File: src/hw/ipc_pkg.sv
package ipc_pkg;

    // Bit of the power control register that requests idle mode.
    localparam int unsigned IPC_IDLE_BIT = 0;
    // Reset value of the power control register.
    localparam logic [7:0] IPC_PCR_RESET = 8'h00;
    // Number of wake sources: external 0/1, watchdog, auxiliary.
    localparam int unsigned IPC_NUM_SRC = 4;

    // Write port from the CPU core into the power control register.
    typedef struct packed {
        logic       we;
        logic [7:0] wdata;
    } ipc_pcr_wr_t;

    // Wake sources, each a pending and enabled pair.
    typedef struct packed {
        logic [IPC_NUM_SRC-1:0] pend;
        logic [IPC_NUM_SRC-1:0] en;
    } ipc_wake_t;

    // Power sequencer states.
    typedef enum logic [1:0] {
        IPC_RUN,
        IPC_IDLE,
        IPC_WAKE
    } ipc_state_t;

endpackage

File: src/hw/ipc_power_ctrl.sv
`timescale 1ns/10ps
module ipc_power_ctrl
    import ipc_pkg::*;
(
    // Clock and reset.
    input  wire logic        clock_i,
    input  wire logic        rst_n_i,
    // Power control register access from the CPU core.
    input  wire ipc_pcr_wr_t pcr_wr_i,
    output logic [7:0]       pcr_rdata_o,
    // CPU core handshake.
    input  wire logic        instr_done_i,
    output logic             cpu_halt_o,
    output logic             periph_gate_o,
    // Interrupt controller.
    input  wire ipc_wake_t   wake_i,
    input  wire logic        glob_en_i,
    output logic             irq_release_o,
    // Status.
    output logic             idle_o
);

    ipc_state_t state;
    ipc_state_t next_state;
    logic [7:0] pcr;
    logic [7:0] next_pcr;
    logic       wake;
    logic       set_idle;
    logic       halt_q;

    // State decode shared by the halt flop and the status output, so the
    // two can never disagree about what counts as idle.
    function automatic logic in_idle(input ipc_state_t s);
        return s == IPC_IDLE;
    endfunction

    // Combined wake request from the enabled sources.
    ipc_wake_detect ipc_wake_detect_i (
        .wake_i    (wake_i),
        .glob_en_i (glob_en_i),
        .wake_o    (wake)
    );

    // The write is taken as the setting instruction completes. A write
    // that lands before the instruction ends is stored but does not halt
    // the core; software has to repeat it.
    assign set_idle = pcr_wr_i.we & pcr_wr_i.wdata[IPC_IDLE_BIT]
                    & instr_done_i;

    // Sequencer: RUN to IDLE on the write, IDLE to WAKE on an interrupt.
    // WAKE lasts one cycle; the core restarts in it, in the same cycle that the
    // interrupt controller sees the release; it then vectors and returns normally.
    always_comb begin
        next_state = state;
        case (state)
            IPC_RUN: begin
                if (set_idle) begin
                    next_state = IPC_IDLE;
                end
            end
            IPC_IDLE: begin
                if (wake) begin
                    next_state = IPC_WAKE;
                end
            end
            IPC_WAKE: next_state = IPC_RUN;
            default:  next_state = IPC_RUN;
        endcase
    end

    // Register update; the idle bit drops as the release cycle ends so the core does
    // not fall straight back into idle on return.
    always_comb begin
        next_pcr = pcr;
        if (pcr_wr_i.we) begin
            next_pcr = pcr_wr_i.wdata;
        end
        if (state == IPC_WAKE) begin
            next_pcr[IPC_IDLE_BIT] = 1'b0;
        end
    end

    // State and register flops; reset also clears the idle bit.
    always_ff @(posedge clock_i or negedge rst_n_i) begin
        if (!rst_n_i) begin
            state <= IPC_RUN;
            pcr   <= IPC_PCR_RESET;
        end else begin
            state <= next_state;
            pcr   <= next_pcr;
        end
    end

    // Registered halt so the core sees a glitch-free stop.
    always_ff @(posedge clock_i or negedge rst_n_i) begin
        if (!rst_n_i) begin
            halt_q <= 1'b0;
        end else begin
            halt_q <= in_idle(next_state);
        end
    end

    // Outputs: halt stops fetch, gate shuts peripheral clocks.
    assign cpu_halt_o    = halt_q;
    assign periph_gate_o = halt_q;
    assign idle_o        = in_idle(state);
    assign irq_release_o = (state == IPC_WAKE);
    assign pcr_rdata_o   = pcr;

    // Idle is entered the cycle after the setting write.
    enter_idle_a: assert property (
        @(posedge clock_i) disable iff (!rst_n_i)
        (state == IPC_RUN && set_idle) |=> idle_o && cpu_halt_o)
        else $error("Idle not entered after the setting write.");

    // Idle holds while no wake is pending.
    hold_idle_a: assert property (
        @(posedge clock_i) disable iff (!rst_n_i)
        (idle_o && !wake) |=> idle_o)
        else $error("Idle left without a wake.");

    // A wake releases the core within two cycles.
    wake_exit_a: assert property (
        @(posedge clock_i) disable iff (!rst_n_i)
        (idle_o && wake) |=> irq_release_o ##1 !cpu_halt_o)
        else $error("Wake did not release the core.");

    // Halt and gate are on exactly while idle.
    halt_idle_a: assert property (
        @(posedge clock_i) disable iff (!rst_n_i)
        cpu_halt_o == idle_o && periph_gate_o == idle_o)
        else $error("Halt does not match idle.");

    // The idle bit is clear from the cycle after the release.
    bit_clear_a: assert property (
        @(posedge clock_i) disable iff (!rst_n_i)
        irq_release_o |=> !pcr_rdata_o[IPC_IDLE_BIT] && !idle_o)
        else $error("Idle bit still set after wake.");

    // Release lasts a single cycle and returns to run.
    release_one_a: assert property (
        @(posedge clock_i) disable iff (!rst_n_i)
        irq_release_o |=> !irq_release_o && state == IPC_RUN)
        else $error("Release longer than one cycle.");

    // The write to the idle bit stores it.
    bit_store_a: assert property (
        @(posedge clock_i) disable iff (!rst_n_i)
        (set_idle && state == IPC_RUN) |=> pcr_rdata_o[IPC_IDLE_BIT])
        else $error("Idle bit not stored.");

    // Idle is entered only from the run state after a write.
    only_write_a: assert property (
        @(posedge clock_i) disable iff (!rst_n_i)
        $rose(idle_o) |-> $past(set_idle))
        else $error("Idle entered without a write.");

    // Reset leaves the core running with the idle bit clear. No disable
    // here: the check looks at the first edge after reset is released.
    reset_clear_a: assert property (
        @(posedge clock_i)
        $rose(rst_n_i) |-> pcr_rdata_o == IPC_PCR_RESET && !idle_o)
        else $error("Reset left the idle request behind.");

    // Only a wake seen in idle can start the release pulse.
    release_cause_a: assert property (
        @(posedge clock_i) disable iff (!rst_n_i)
        irq_release_o |-> $past(idle_o) && $past(wake))
        else $error("Release without a wake in idle.");

    // Each source, pending and enabled with the global enable on, wakes.
    src_wake_a: assert property (
        @(posedge clock_i) disable iff (!rst_n_i)
        (idle_o && glob_en_i && (wake_i.pend & wake_i.en) != '0)
        |=> irq_release_o)
        else $error("Enabled source did not wake the core.");

    // With the global enable off no source may end idle.
    glob_block_a: assert property (
        @(posedge clock_i) disable iff (!rst_n_i)
        (idle_o && !glob_en_i) |=> idle_o)
        else $error("Idle left while interrupts were off.");

    // A write whose instruction has not completed never halts the core.
    done_gate_a: assert property (
        @(posedge clock_i) disable iff (!rst_n_i)
        (state == IPC_RUN && !instr_done_i) |=> !idle_o)
        else $error("Idle entered before the instruction ended.");

    // The core is already running during the release cycle.
    halt_run_a: assert property (
        @(posedge clock_i) disable iff (!rst_n_i)
        irq_release_o |-> !cpu_halt_o && !periph_gate_o)
        else $error("Core still halted during release.");

    // Without a new setting write the run state is never left.
    no_reenter_a: assert property (
        @(posedge clock_i) disable iff (!rst_n_i)
        (state == IPC_RUN && !set_idle) |=> !idle_o)
        else $error("Idle re-entered without a write.");

    // Every write outside the release cycle lands in the register.
    wr_store_a: assert property (
        @(posedge clock_i) disable iff (!rst_n_i)
        (pcr_wr_i.we && state != IPC_WAKE)
        |=> pcr_rdata_o == $past(pcr_wr_i.wdata))
        else $error("Register write lost.");

    // Main scenarios: entry, wake, a long idle, a blocked wake, a reset.
    enter_c: cover property (@(posedge clock_i) disable iff (!rst_n_i)
        $rose(idle_o));
    wake_c: cover property (@(posedge clock_i) disable iff (!rst_n_i)
        irq_release_o);
    long_idle_c: cover property (@(posedge clock_i) disable iff (!rst_n_i)
        idle_o [*5] ##1 irq_release_o);
    blocked_c: cover property (@(posedge clock_i) disable iff (!rst_n_i)
        idle_o && !glob_en_i && (wake_i.pend & wake_i.en) != '0);
    reset_idle_c: cover property (@(posedge clock_i)
        idle_o ##1 !rst_n_i);

endmodule

File: src/hw/ipc_wake_detect.sv
`timescale 1ns/10ps
// Reduces the wake sources to one level: any source pending and enabled, while the global enable is on.
module ipc_wake_detect
    import ipc_pkg::*;
(
    // Wake sources.
    input  wire ipc_wake_t wake_i,
    input  wire logic      glob_en_i,
    // Combined wake request.
    output logic           wake_o
);

    // Global enable gates every source, as in the interrupt controller.
    assign wake_o = glob_en_i & (|(wake_i.pend & wake_i.en));

endmodule

File: config.mk
export PLATFORM = sky130hd
export DESIGN_NAME = ipc_power_ctrl
export DESIGN_NICKNAME = d
export VERILOG_FILES = /design/src/hw/ipc_pkg.sv /design/src/hw/ipc_power_ctrl.sv /design/src/hw/ipc_wake_detect.sv
export SDC_FILE = /design/constraint.sdc
export NUM_CORES = 1
export LEC_CHECK = 0
export BUFFER_PORTS_ARGS = -buffer_cell sky130_fd_sc_hd__buf_2
export CAP_MARGIN = 0
export CORE_MARGIN = 10
export CORE_UTILIZATION = 33
export DETAILED_ROUTE_END_ITERATION = 16
export MAX_ROUTING_LAYER = met4
export PLACE_DENSITY = 0.7
export SYNTH_ARGS = -nofsm -noshare
export SYNTH_HDL_FRONTEND = slang
export SYNTH_SLANG_ARGS = --single-unit
File: constraint.sdc
create_clock -name clock_i -period 1 [get_ports clock_i]
set_clock_uncertainty 0.2 [all_clocks]
set_input_delay 0.2 -clock clock_i [delete_from_list [all_inputs] [get_ports clock_i]]
set_output_delay 0.2 -clock clock_i [all_outputs]
set_load 0.02 [all_outputs]
Word level (Yosys, flattened, before mapping)

Cells that the tools add are included.

Latch bits: 0
Flip-flop bits (word level): 11
Bits in read-only memories: 0
Output and inout port bits: 12
Input port bits: 21
Memories kept: 0
Bits in writable memories: 0
Word-level logic and storage cells: 19

Muxes and demuxes: 5
Reductions and logical operators: 3
$lt $le $gt $ge: 0
Bitwise gates (word level): 4
Add/subtract/negate cells: 0
Divide/modulo/power cells: 0
$mul: 0
Shift-type cells: 0
Eq/ne operators: 3

Operators by type and width:

| cell                                           | number |
|---|---|
| AND 4 bit                                      | 1 |
| == test 2 x 1 -> 1 bit (second input constant) | 2 |
| two-way mux 2 bit                              | 2 |
| case mux 2 bit (2 select lines)                | 1 |
| OR reduction 4 bit                             | 1 |
| AND 1 bit                                      | 3 |
| == test 2 bit (second input constant)          | 1 |
| zero test 2 bit                                | 1 |
| two-way mux 1 bit                              | 2 |
| nonzero test 2 bit                             | 1 |

Logic depth before layout (Yosys ltp)

Gate-level depths: netlist (run 1).

Depth in word-level cells: 6
Mapped depth: 3
Gate-level depth less buffers: 3

By module

Synthesis (run 1) repeated with hierarchy kept, for this count alone.

Cells, all modules: 32
Area total of the unflattened synthesis: 496.7 sq um

Modules (own cells, without submodules):

| module          | seq. area each (sq um) | cells an instance | area each (sq um) | instances |
|---|---|---|---|---|
| ipc_power_ctrl  | 275.3                  | 29                | 474.2             | 1 |
| ipc_wake_detect | 0.0                    | 3                 | 22.5              | 1 |

Worst setup path before layout (run 1)

OpenSTA, ideal clock, no wires.

Kind: reg-to-reg
Start: reg state[0]
End: reg state[1]
Cell stages (with the launch flop): 3
Clock period less this slack: 1,249 ps
Buffers on the path: 0
Arrival: 983 ps
Setup slack: -249 ps
Required time: 734 ps
Setup time: 66 ps
Cell sequence: dfrtp_1 -> nor2b_1 -> and3_2

Cells in the longest elaborated chain, start to end: 2
Elaborated cells on any way between the ends: 3

RTL lines:

| what                            | RTL line             | source |
|---|---|---|
| from (decl)                     | ipc_power_ctrl.sv:23 | `ipc_state_t state;` |
| from (signal assigned)          | ipc_power_ctrl.sv:89 | `state <= next_state;` |
| == test 2 x 1 -> 1 bit          | --                   |  |
| named net idle_o                | ipc_power_ctrl.sv:20 | `output logic idle_o` |
| case mux 2 bit (2 select lines) | ipc_power_ctrl.sv:55 | `case (state)` |
| named net next_state[1]         | ipc_power_ctrl.sv:24 | `ipc_state_t next_state;` |

The timed path passes the listed nets, and every way through them passes these cells.
A chain may end at the register's enable or synchronous reset.

Final worst setup path (run 1)

Start: reg state[1]
End: out irq_release_o

Cells in the longest elaborated chain, start to end: 1

RTL lines:

| what          | RTL line              | source |
|---|---|---|
| == test 2 bit | ipc_power_ctrl.sv:107 | `assign irq_release_o = (state == IPC_WAKE);` |
| to (decl)     | ipc_power_ctrl.sv:18  | `output logic irq_release_o,` |

Every way passes these cells.

==> flow_metrics.env, run 1 <==
export IMPL_whs_endpoint="pcr_rdata_o[7]"
export IMPL_worst_ir_drop_vdd_mv=1.11
export IMPL_via_count=398
export IMPL_cts_tree="done"
export IMPL_synth_net_count=52
export IMPL_core_area_um2=1300
export IMPL_p_comb_share_pct=46.9
export IMPL_tns_ns=-3.47
export IMPL_violations="hold timing, setup timing"
export IMPL_grt_pass1_vias=451
export IMPL_syn_area_per_cell_um2=14.7
export IMPL_drt_pass1_iterations=2
export IMPL_fin_crit_sh_pct=137
export IMPL_grt_max_degree=12
export IMPL_finalPower_w=0.00174
export IMPL_maxCapViolations=0
export IMPL_area_delta_synth_final_pct=78.8
export IMPL_grt_total_usage_pct=8.18
export IMPL_rsz0062_at_grt="yes"
export IMPL_cpPeakStageDelay_ns=0.41
export IMPL_port_buffers=32
export IMPL_io_pin_count=33
export IMPL_clk_latency_ns=0.26
export IMPL_r2r_end="state[0]"
export IMPL_p_leak_nw=0.385
export IMPL_status="finished with violations"
export IMPL_cp_top_family="flip-flops"
export IMPL_slowest_stage="dfrtp_1"
export IMPL_p_sw_w=0.000562
export IMPL_hold_start="pcr_wr_i[7]"
export IMPL_ys_ff_latch=11
export IMPL_hold_buffers=1
export IMPL_clkSinkCount=11
export IMPL_clk_pin_slew_worst_paths_ns=0.07
export IMPL_fin_nets=93
export IMPL_p_sw_share_pct=32.3
export IMPL_slew_headroom_pct=79.5
export IMPL_endpoint_kind="output pin"
export IMPL_critPathLaunchType="flop"
export IMPL_crit_buf_inv=1
export IMPL_r2r_start="state[0]"
export IMPL_criticalPathCategory="flop to output pin"
export IMPL_netlist_area_um2=455
export IMPL_postRouteAntennaNets=0
export IMPL_synthCells=31
export IMPL_p_clk_share_pct=16.8
export IMPL_r2r_cells=4
export IMPL_die_width_um=57.2
export IMPL_slew_violations=0
export IMPL_viasPerCell=4.63
export IMPL_drive_gt1_share_pct=88.7
export IMPL_internal_power_w=0.00118
export IMPL_antenna_found_initial=0
export IMPL_holdWs_ns=-0.0339
export IMPL_diodes=0
export IMPL_drt_total_wl_um=1290
export IMPL_required_ns=0.60
export IMPL_instances_no_fill=86
export IMPL_clock_root_buffer="clkbuf_4"
export IMPL_grt_pass1_wl_um=2110
export IMPL_die_y_um=57.2
export IMPL_synthDistinctLibCells=11
export IMPL_max_clock_path_buffers=2
export IMPL_start_util_pct=35.0
export IMPL_grt_overflow_total=0
export IMPL_drtIter0Drc=4
export IMPL_powerDensity_nw_per_um2=2140
export IMPL_cts_made_buffers=3
export IMPL_gp_congestion=0.762
export IMPL_setup_violations=15
export IMPL_pre_cts_ws_ns=-0.167
export IMPL_yosysSeqAreaShare_pct=60.4
export IMPL_htreeDepth=1
export IMPL_hold_class="input pin to flop"
export IMPL_period_minus_slack_ns=1.37
export IMPL_power_frac_seq_pct=36.3
export IMPL_hold_violations=9
export IMPL_worstHoldPathCells=2
export IMPL_remaining_drc_errors=0
export IMPL_synth_warnings=0
export IMPL_path_cells="nor2b_4, buf_6"
export IMPL_setup_slack_ns=-0.375
export IMPL_r2r_slack_ns=-0.31
export IMPL_die_area_um2=3270
export IMPL_routedWlPerCell_um=14.9
export IMPL_tightest_slew_ns=0.307
export IMPL_placed_cells=78
export IMPL_cp_arrival_ns=0.97
export IMPL_path_max_fanout=3
export IMPL_timing_fmax_mhz=727
export IMPL_row_count=13
[Yosys cell counts (all sizes together)]
cell    count  area [um2]
dfrtp      11         275
mux2        7        78.8
a22oi       2        25.0
a311oi      2        17.5
buf         2        15.0
nor2b       2        12.5
a31oi       1        6.26
and3        1        7.51
mux2i       1        10.0
nand2       1        3.75
nor2        1        3.75
[power by group through the flow]
stage / clock network (W) / logic [W] / registers, W
floorplan: 0 / 0.000242 / 0.000686
global placement: 0 / 0.000512 / 0.000609
detailed placement: 0 / 0.000523 / 0.000608
CTS: 0.000305 / 0.000776 / 0.000617
global route: 0.000325 / 0.000869 / 0.000646
finish: 0.000292 / 0.000816 / 0.000633
[area by class of cell]
| class | count | area [um2] |
|---|---|---|
| multi-input combinational | 18 | 196 |
| fill | 114 | 487 |
| clock buffer | 4 | 26.3 |
| timing repair buffer | 38 | 287 |
| tap | 15 | 18.8 |
| sequential | 11 | 287 |
[through the flow]
step | utilization, % | area (um2)
2_1_floorplan | - | 475
3_3_place_gp | 50.3 | 654
3_5_place_dp | 50.3 | 654
4_1_cts | 61.3 | 797
5_1_grt | 62.6 | 815
6_report | 62.6 | 815
[kinds of logic (layout without fill, tap and decap cells)]
family,after synthesis,after routing,share of synthesized area [%]
buffers and inverters,2,42,3.30
AO/OA/AOI/OAI,5,5,10.7
AND/OR/NAND/NOR,5,5,6.04
flip-flops,11,11,60.4
multiplexers,8,8,19.5
[placed cells by master, fill, tap and decap left out]
cell           instances
buf_4                  4
dfrtp_1                2
nand2_1                1
mux2i_1                1
a22oi_2                2
mux2_2                 7
buf_6                 13
dfrtp_2                9
a31oi_1                1
and3_4                 1
buf_2                 20
clkbuf_1               1
nor2b_4                2
a311oi_2               2
clkbuf_4               3
dlygate4sd3_1          1
nor2_1                 1
[per-layer routing]
metal	share of wire [%]	global-route usage, %	vias up
met2	51	13.5	18
met4	0	2.01	0
met5	0	-	-
met3	12	5.53	0
li1	-	-	192
met1	37	7.70	188
[worst max-delay path by stage]
stage / slack [ns] / startpoint / depth (start not counted) / endpoint
after floorplan: -0.09 / state[1] / 2 / pcr_rdata_o[0]
after global routing: -0.43 / state[1] / 2 / irq_release_o
after global placement: -0.14 / wake_i[6] / 4 / cpu_halt_o
final: -0.37 / state[1] / 2 / irq_release_o
after detailed placement: -0.17 / wake_i[6] / 4 / state[0]
after CTS: -0.41 / state[1] / 2 / irq_release_o
[flip-flops by register name, indices dropped and copies added, names as in the netlist]
register	cells
state	2
pcr_rdata_o	8
cpu_halt_o	1
[repair_timing]
action                                  in CTS  in global routing
endpoints found under the setup margin      15                 18
cloned                                       0                  0
resized for setup                           27                  3
endpoints found under the hold margin       20                  9
pin swaps                                    1                  2
setup buffers                                2                  1
(Power assumes the default switching activity.)
==> run 2, diff against run 1 <==
--- a/config.mk
+++ b/config.mk
@@ -12,6 +12,7 @@
 export DETAILED_ROUTE_END_ITERATION = 16
 export MAX_ROUTING_LAYER = met4
 export PLACE_DENSITY = 0.7
+export SETUP_SLACK_MARGIN = 0.15
 export SYNTH_ARGS = -nofsm -noshare
 export SYNTH_HDL_FRONTEND = slang
 export SYNTH_SLANG_ARGS = --single-unit
==> flow_metrics.env, run 2 (synthesized netlist as in run 1, its figures left out) <==
export IMPL_slowest_stage="dfrtp_1"
export IMPL_cts_made_buffers=3
export IMPL_setup_violations=16
export IMPL_clkSinkCount=11
export IMPL_cp_arrival_ns=0.99
export IMPL_hold_class="input pin to flop"
export IMPL_setup_slack_ns=-0.386
export IMPL_endpoint_kind="output pin"
export IMPL_whs_endpoint="pcr_rdata_o[7]"
export IMPL_dpl_hpwl_um=1030
export IMPL_top_usage_layer="met2"
export IMPL_port_buffers=32
export IMPL_rsz0062_at_grt="yes"
export IMPL_p_leak_nw=0.393
export IMPL_io_pin_count=33
export IMPL_fillCellCount=104
export IMPL_hold_violations=9
export IMPL_post_dp_cell_area_um2=654
export IMPL_remaining_drc_errors=0
export IMPL_r2r_start="state[0]"
export IMPL_drt_total_wl_um=1330
export IMPL_fin_crit_sh_pct=139
export IMPL_r2r_slack_ns=-0.36
export IMPL_worst_ir_drop_vdd_mv=1.22
export IMPL_layout_common_cells="buf_2 (20), buf_6 (13), dfrtp_2 (8)"
export IMPL_drive_gt1_share_pct=90.3
export IMPL_diodes=0
export IMPL_antenna_found_initial=0
export IMPL_clk_pin_slew_worst_paths_ns=0.07
export IMPL_period_minus_slack_ns=1.39
export IMPL_max_clock_path_buffers=2
export IMPL_cpPeakStageDelay_ns=0.42
export IMPL_hold_start="pcr_wr_i[7]"
export IMPL_drt_pass1_iterations=2
export IMPL_drtIter0Drc=3
export IMPL_slew_violations=0
export IMPL_cts_tree="done"
export IMPL_hold_buffers=1
export IMPL_grt_total_usage_pct=8.37
export IMPL_fin_nets=94
export IMPL_area_delta_synth_final_pct=83.2
export IMPL_final_area_um2=835
export IMPL_seq_area_um2=285
export IMPL_required_ns=0.60
export IMPL_grt_overflow_total=0
export IMPL_criticalPathCategory="flop to output pin"
export IMPL_path_cells="nor2b_4, buf_6"
export IMPL_grt_pass1_wl_um=2190
export IMPL_row_count=13
export IMPL_slew_headroom_pct=82.8
export IMPL_clock_root_buffer="clkbuf_4"
export IMPL_holdWs_ns=-0.0310
export IMPL_clk_latency_ns=0.26
export IMPL_violations="hold timing, setup timing"
export IMPL_grt_max_degree=12
export IMPL_worstHoldPathCells=2
export IMPL_tns_ns=-3.60
export IMPL_die_width_um=57.2
export IMPL_grt_util_met2_pct=14.6
export IMPL_die_area_um2=3270
export IMPL_final_common_cell="buf_2"
export IMPL_core_area_um2=1300
export IMPL_critPathLaunchType="flop"
export IMPL_multiInputGateArea_um2=210
export IMPL_r2r_end="state[0]"
export IMPL_htreeDepth=1
export IMPL_post_route_util_pct=64.1
export IMPL_via_count=399
export IMPL_routedWlPerCell_um=15.3
export IMPL_gp_congestion=0.670
export IMPL_postRouteAntennaNets=0
export IMPL_r2r_cells=4
export IMPL_tightest_slew_ns=0.250
export IMPL_timing_fmax_mhz=722
export IMPL_start_util_pct=35.0
export IMPL_use_met3_pct=3.76
export IMPL_status="finished with violations"
export IMPL_viasPerCell=4.59
export IMPL_powerDensity_nw_per_um2=2100
export IMPL_largest_reg_flops=8
export IMPL_grt_pass1_vias=497
export IMPL_grt_use_met1_pct=7.96
export IMPL_die_y_um=57.2
export IMPL_path_max_fanout=3
export IMPL_maxCapViolations=0
[run 2: worst max-delay path: cells and delay by family, from the launching register on]
family	cells	cell delay, ns
AND/OR/NAND/NOR	1	0.18
buffers and inverters	1	0.12
flip-flops	1	0.42
[run 2: layout make-up]
type / instances / area share, %
tap: 15 / 2.25
multi-input combinational: 18 / 25.2
clock buffer: 4 / 3.15
sequential: 11 / 34.2
timing repair buffer: 39 / 35.2
[run 2: how the worst max path moves through the flow]
stage	startpoint	endpoint	slack [ns]
floorplan	state[1]	pcr_rdata_o[0]	-0.09
global placement	state[1]	irq_release_o	-0.11
detailed placement	pcr_wr_i[8]	state[0]	-0.14
CTS	state[0]	idle_o	-0.38
global route	state[1]	irq_release_o	-0.45
finish	state[0]	idle_o	-0.39
[run 2: timing repair]
| item | CTS | global route |
|---|---|---|
| hold endpoints to repair | 20 | 9 |
| pin swaps | 2 | 2 |
| gates resized for setup | 29 | 3 |
| setup buffers | 3 | 1 |
| setup endpoints to repair | 23 | 23 |
[run 2: layer usage]
metal	part of all wire, %	wire (um)	up-vias
li1	-	-	196
met1	40	534	185
met2	51	682	18
met3	8.4	111	0
met4	0	0	0
met5	0	0	-
[run 2: power by group]
| group | internal (W) | switching [W] | total [W] |
|---|---|---|---|
| Clock | 0.000154 | 0.000139 | 0.000293 |
| Sequential | 0.000541 | 0.0000804 | 0.000621 |
| Combinational | 0.000485 | 0.000353 | 0.000838 |
[run 2: per-stage QoR]
| stage | setup slack [ns] | total power, W | hold WS [ns] | instances |
|---|---|---|---|---|
| 6_report | -0.386 | 0.00175 | -0.0310 | 87 |
| 5_1_grt | -0.450 | 0.00184 | -0.0347 | 87 |
| 4_1_cts | -0.381 | 0.00173 | -0.0347 | 86 |
| 3_5_place_dp | -0.145 | 0.00113 | -0.116 | 78 |
| 3_3_place_gp | -0.113 | 0.00112 | -0.122 | 78 |
| 2_1_floorplan | -0.0879 | 0.000944 | -0.296 | 31 |
==> run 3, diff against run 2 <==
--- a/config.mk
+++ b/config.mk
@@ -8,11 +8,12 @@
 export BUFFER_PORTS_ARGS = -buffer_cell sky130_fd_sc_hd__buf_2
 export CAP_MARGIN = 0
 export CORE_MARGIN = 10
-export CORE_UTILIZATION = 33
+export CORE_UTILIZATION = 35
 export DETAILED_ROUTE_END_ITERATION = 16
 export MAX_ROUTING_LAYER = met4
-export PLACE_DENSITY = 0.7
+export PLACE_DENSITY = 0.72
 export SETUP_SLACK_MARGIN = 0.15
 export SYNTH_ARGS = -nofsm -noshare
 export SYNTH_HDL_FRONTEND = slang
+export SYNTH_HIERARCHICAL = 1
 export SYNTH_SLANG_ARGS = --single-unit
==> flow_metrics.env, run 3 <==
export IMPL_maxCapViolations=0
export IMPL_gp_congestion=0.680
export IMPL_netlist_area_um2=497
export IMPL_final_common_cell="buf_2"
export IMPL_remaining_drc_errors=0
export IMPL_grt_max_degree=12
export IMPL_synth_edf_count=0
export IMPL_grt_pass1_wl_um=2150
export IMPL_tightest_slew_ns=0.299
export IMPL_worstHoldPathCells=2
export IMPL_grt_overflow_total=0
export IMPL_p_leak_nw=0.444
export IMPL_slew_violations=0
export IMPL_synthDistinctLibCells=14
export IMPL_hold_start="pcr_wr_i[6]"
export IMPL_largest_reg_flops=8
export IMPL_row_count=13
export IMPL_status="finished with violations"
export IMPL_yosys_area_share_simple_pct=11.1
export IMPL_yosysTopAreaCellShare_pct=55.4
export IMPL_clk_latency_ns=0.25
export IMPL_slew_headroom_pct=80.1
export IMPL_violations="hold timing, setup timing"
export IMPL_cts_made_buffers=3
export IMPL_synthArstFlopShare_pct=100
export IMPL_cp_arrival_ns=0.97
export IMPL_period_minus_slack_ns=1.37
export IMPL_dpl_hpwl_um=989
export IMPL_grt_total_usage_pct=8.28
export IMPL_post_dp_cell_area_um2=679
export IMPL_routedWlPerCell_um=14.6
export IMPL_ys_flop_type="dfrtp_1"
export IMPL_timing_fmax_mhz=728
export IMPL_die_y_um=57.7
export IMPL_fin_nets=96
export IMPL_hold_buffers=1
export IMPL_holdWs_ns=-0.0272
export IMPL_diodes=0
export IMPL_worst_ir_drop_vdd_mv=0.887
export IMPL_drt_total_wl_um=1300
export IMPL_placed_cells=77
export IMPL_synth_net_count=53
export IMPL_syn_area_per_cell_um2=15.5
export IMPL_synth_compound_area_share_pct=6.55
export IMPL_cts_tree="done"
export IMPL_io_pin_count=33
export IMPL_drtIter0Drc=0
export IMPL_synthMuxAreaShare_pct=23.2
export IMPL_synth_warnings=6
export IMPL_drive_gt1_share_pct=86.5
export IMPL_port_buffers=32
export IMPL_clk_pin_slew_worst_paths_ns=0.07
export IMPL_top_usage_layer="met2"
export IMPL_fillCellCount=98
export IMPL_synth_top_area_cell="dfrtp_1"
export IMPL_critPathLaunchType="flop"
export IMPL_yosysSeqAreaShare_pct=55.4
export IMPL_criticalPathCategory="flop to output pin"
export IMPL_r2r_start="state[0]"
export IMPL_powerDensity_nw_per_um2=1450
export IMPL_setup_violations=19
export IMPL_synth_fa_ha_area_share_pct=0
export IMPL_clock_root_buffer="clkbuf_4"
export IMPL_r2r_cells=4
export IMPL_fin_crit_sh_pct=137
export IMPL_clkSinkCount=11
export IMPL_die_width_um=57.7
export IMPL_synth_area_leaders="dfrtp_1 (55%), mux2_4 (21%), nand4b_4 (4.8%), a22oi_1 (3.0%), buf_6 (2.3%)"
export IMPL_htreeDepth=1
export IMPL_core_area_um2=1320
export IMPL_final_area_um2=873
export IMPL_die_area_um2=3330
export IMPL_required_ns=0.60
export IMPL_drt_pass1_iterations=1
export IMPL_grt_use_met1_pct=9.11
export IMPL_viasPerCell=4.69
export IMPL_synth_top_family_by_area="multiplexers"
export IMPL_antenna_found_initial=0
export IMPL_area_delta_synth_final_pct=75.8
export IMPL_start_util_pct=37.7
export IMPL_hold_class="input pin to flop"
export IMPL_use_met3_pct=3.92
export IMPL_grt_util_met2_pct=11.8
export IMPL_via_count=417
export IMPL_r2r_slack_ns=-0.26
export IMPL_hold_violations=7
export IMPL_post_synth_top_count_cell="dfrtp_1"
export IMPL_synthCells=32
export IMPL_layout_common_cells="buf_2 (20), buf_6 (17), dfrtp_2 (9)"
export IMPL_synthTopCellsByCount="dfrtp_1 (11), mux2_4 (7), a21oi_1 (2), a22oi_1 (2)"
export IMPL_max_clock_path_buffers=2
export IMPL_postRouteAntennaNets=0
export IMPL_setup_slack_ns=-0.374
export IMPL_path_max_fanout=3
export IMPL_instances_no_fill=89
export IMPL_rsz0062_at_grt="yes"
export IMPL_synth_xor_area_share_pct=0
export IMPL_grt_pass1_vias=487
export IMPL_crit_path_start="state[1]"
export IMPL_ys_ff_latch=11
export IMPL_endpoint_kind="output pin"
==> run 3: cell types whose count changed in the layout (fill, tap and decap cells not counted), moves of 2 or more <==
cell	change
a22oi_2	-2
buf_4	-3
a22oi_1	+2
buf_6	+4
mux2_2	-7
mux2_4	+7
a311oi_2	-2
a21oi_2	+2
==> run 3: worst paths after layout <==
path	endpoint
max	irq_release_o
min	pcr_rdata_o[6]
max reg2reg	cpu_halt_o
min reg2reg	pcr_rdata_o[4]
max in group asynchronous	pcr_rdata_o[2]
min in group asynchronous	pcr_rdata_o[0]
==> run 3: per-layer routing <==
metal  part of all wire (%)  up-vias
li1                       -      196
met1                     43      196
met2                     45       23
met3                     11        2
met4                   0.77        0
met5                      0        -
==> run 3: metrics by stage <==
stage | worst slack (ns) | utilization, % | setup TNS, ns | power, W
5_1_grt | -0.430 | 66.3 | -4.23 | 0.00134
6_report | -0.374 | 66.3 | -3.57 | 0.00126
2_1_floorplan | -0.0274 | - | -0.246 | 0.000730
3_5_place_dp | -0.160 | 51.6 | -1.70 | 0.000833
4_1_cts | -0.400 | 63.4 | -3.41 | 0.00125
3_3_place_gp | -0.155 | 51.6 | -1.58 | 0.000829
==> run 3: logic make-up (layout without fill, tap and decap cells) <==
kind of cell           count (synthesis)  in the layout
AOI/OAI and AO/OA                      5              5
buffers and inverters                  2             44
DFF                                   11             11
muxes                                  8              8
and+or+nand+nor                        6              6
==> run 3: timing repair <==
action / in CTS / in global routing
resized for setup: 28 / 5
pin swaps: 3 / 1
setup buffers: 4 / 3
endpoints found under the hold margin: 18 / 7
endpoints found under the setup margin: 23 / 23
==> run 3: cell type report <==
cell class	count	area, um2	area share [%]
clock buffers	4	26.3	3.01
multi-input cells	19	225	25.8
flip-flops and latches	11	287	32.8
well taps	15	18.8	2.15
repair buffers	40	317	36.2
==> run 3: worst max-delay path, stage by stage, from the launching register on <==
cell	delay, ns
dfrtp_1	0.41
nor2b_4	0.18
buf_6	0.12
==> run 3: power by group <==
part	switching, W	leakage [nW]	internal (W)	total [W]
sequential	0.0000444	0.124	0.000501	0.000546
combinational	0.000168	0.305	0.000262	0.000430
clock	0.000133	0.0150	0.000154	0.000287
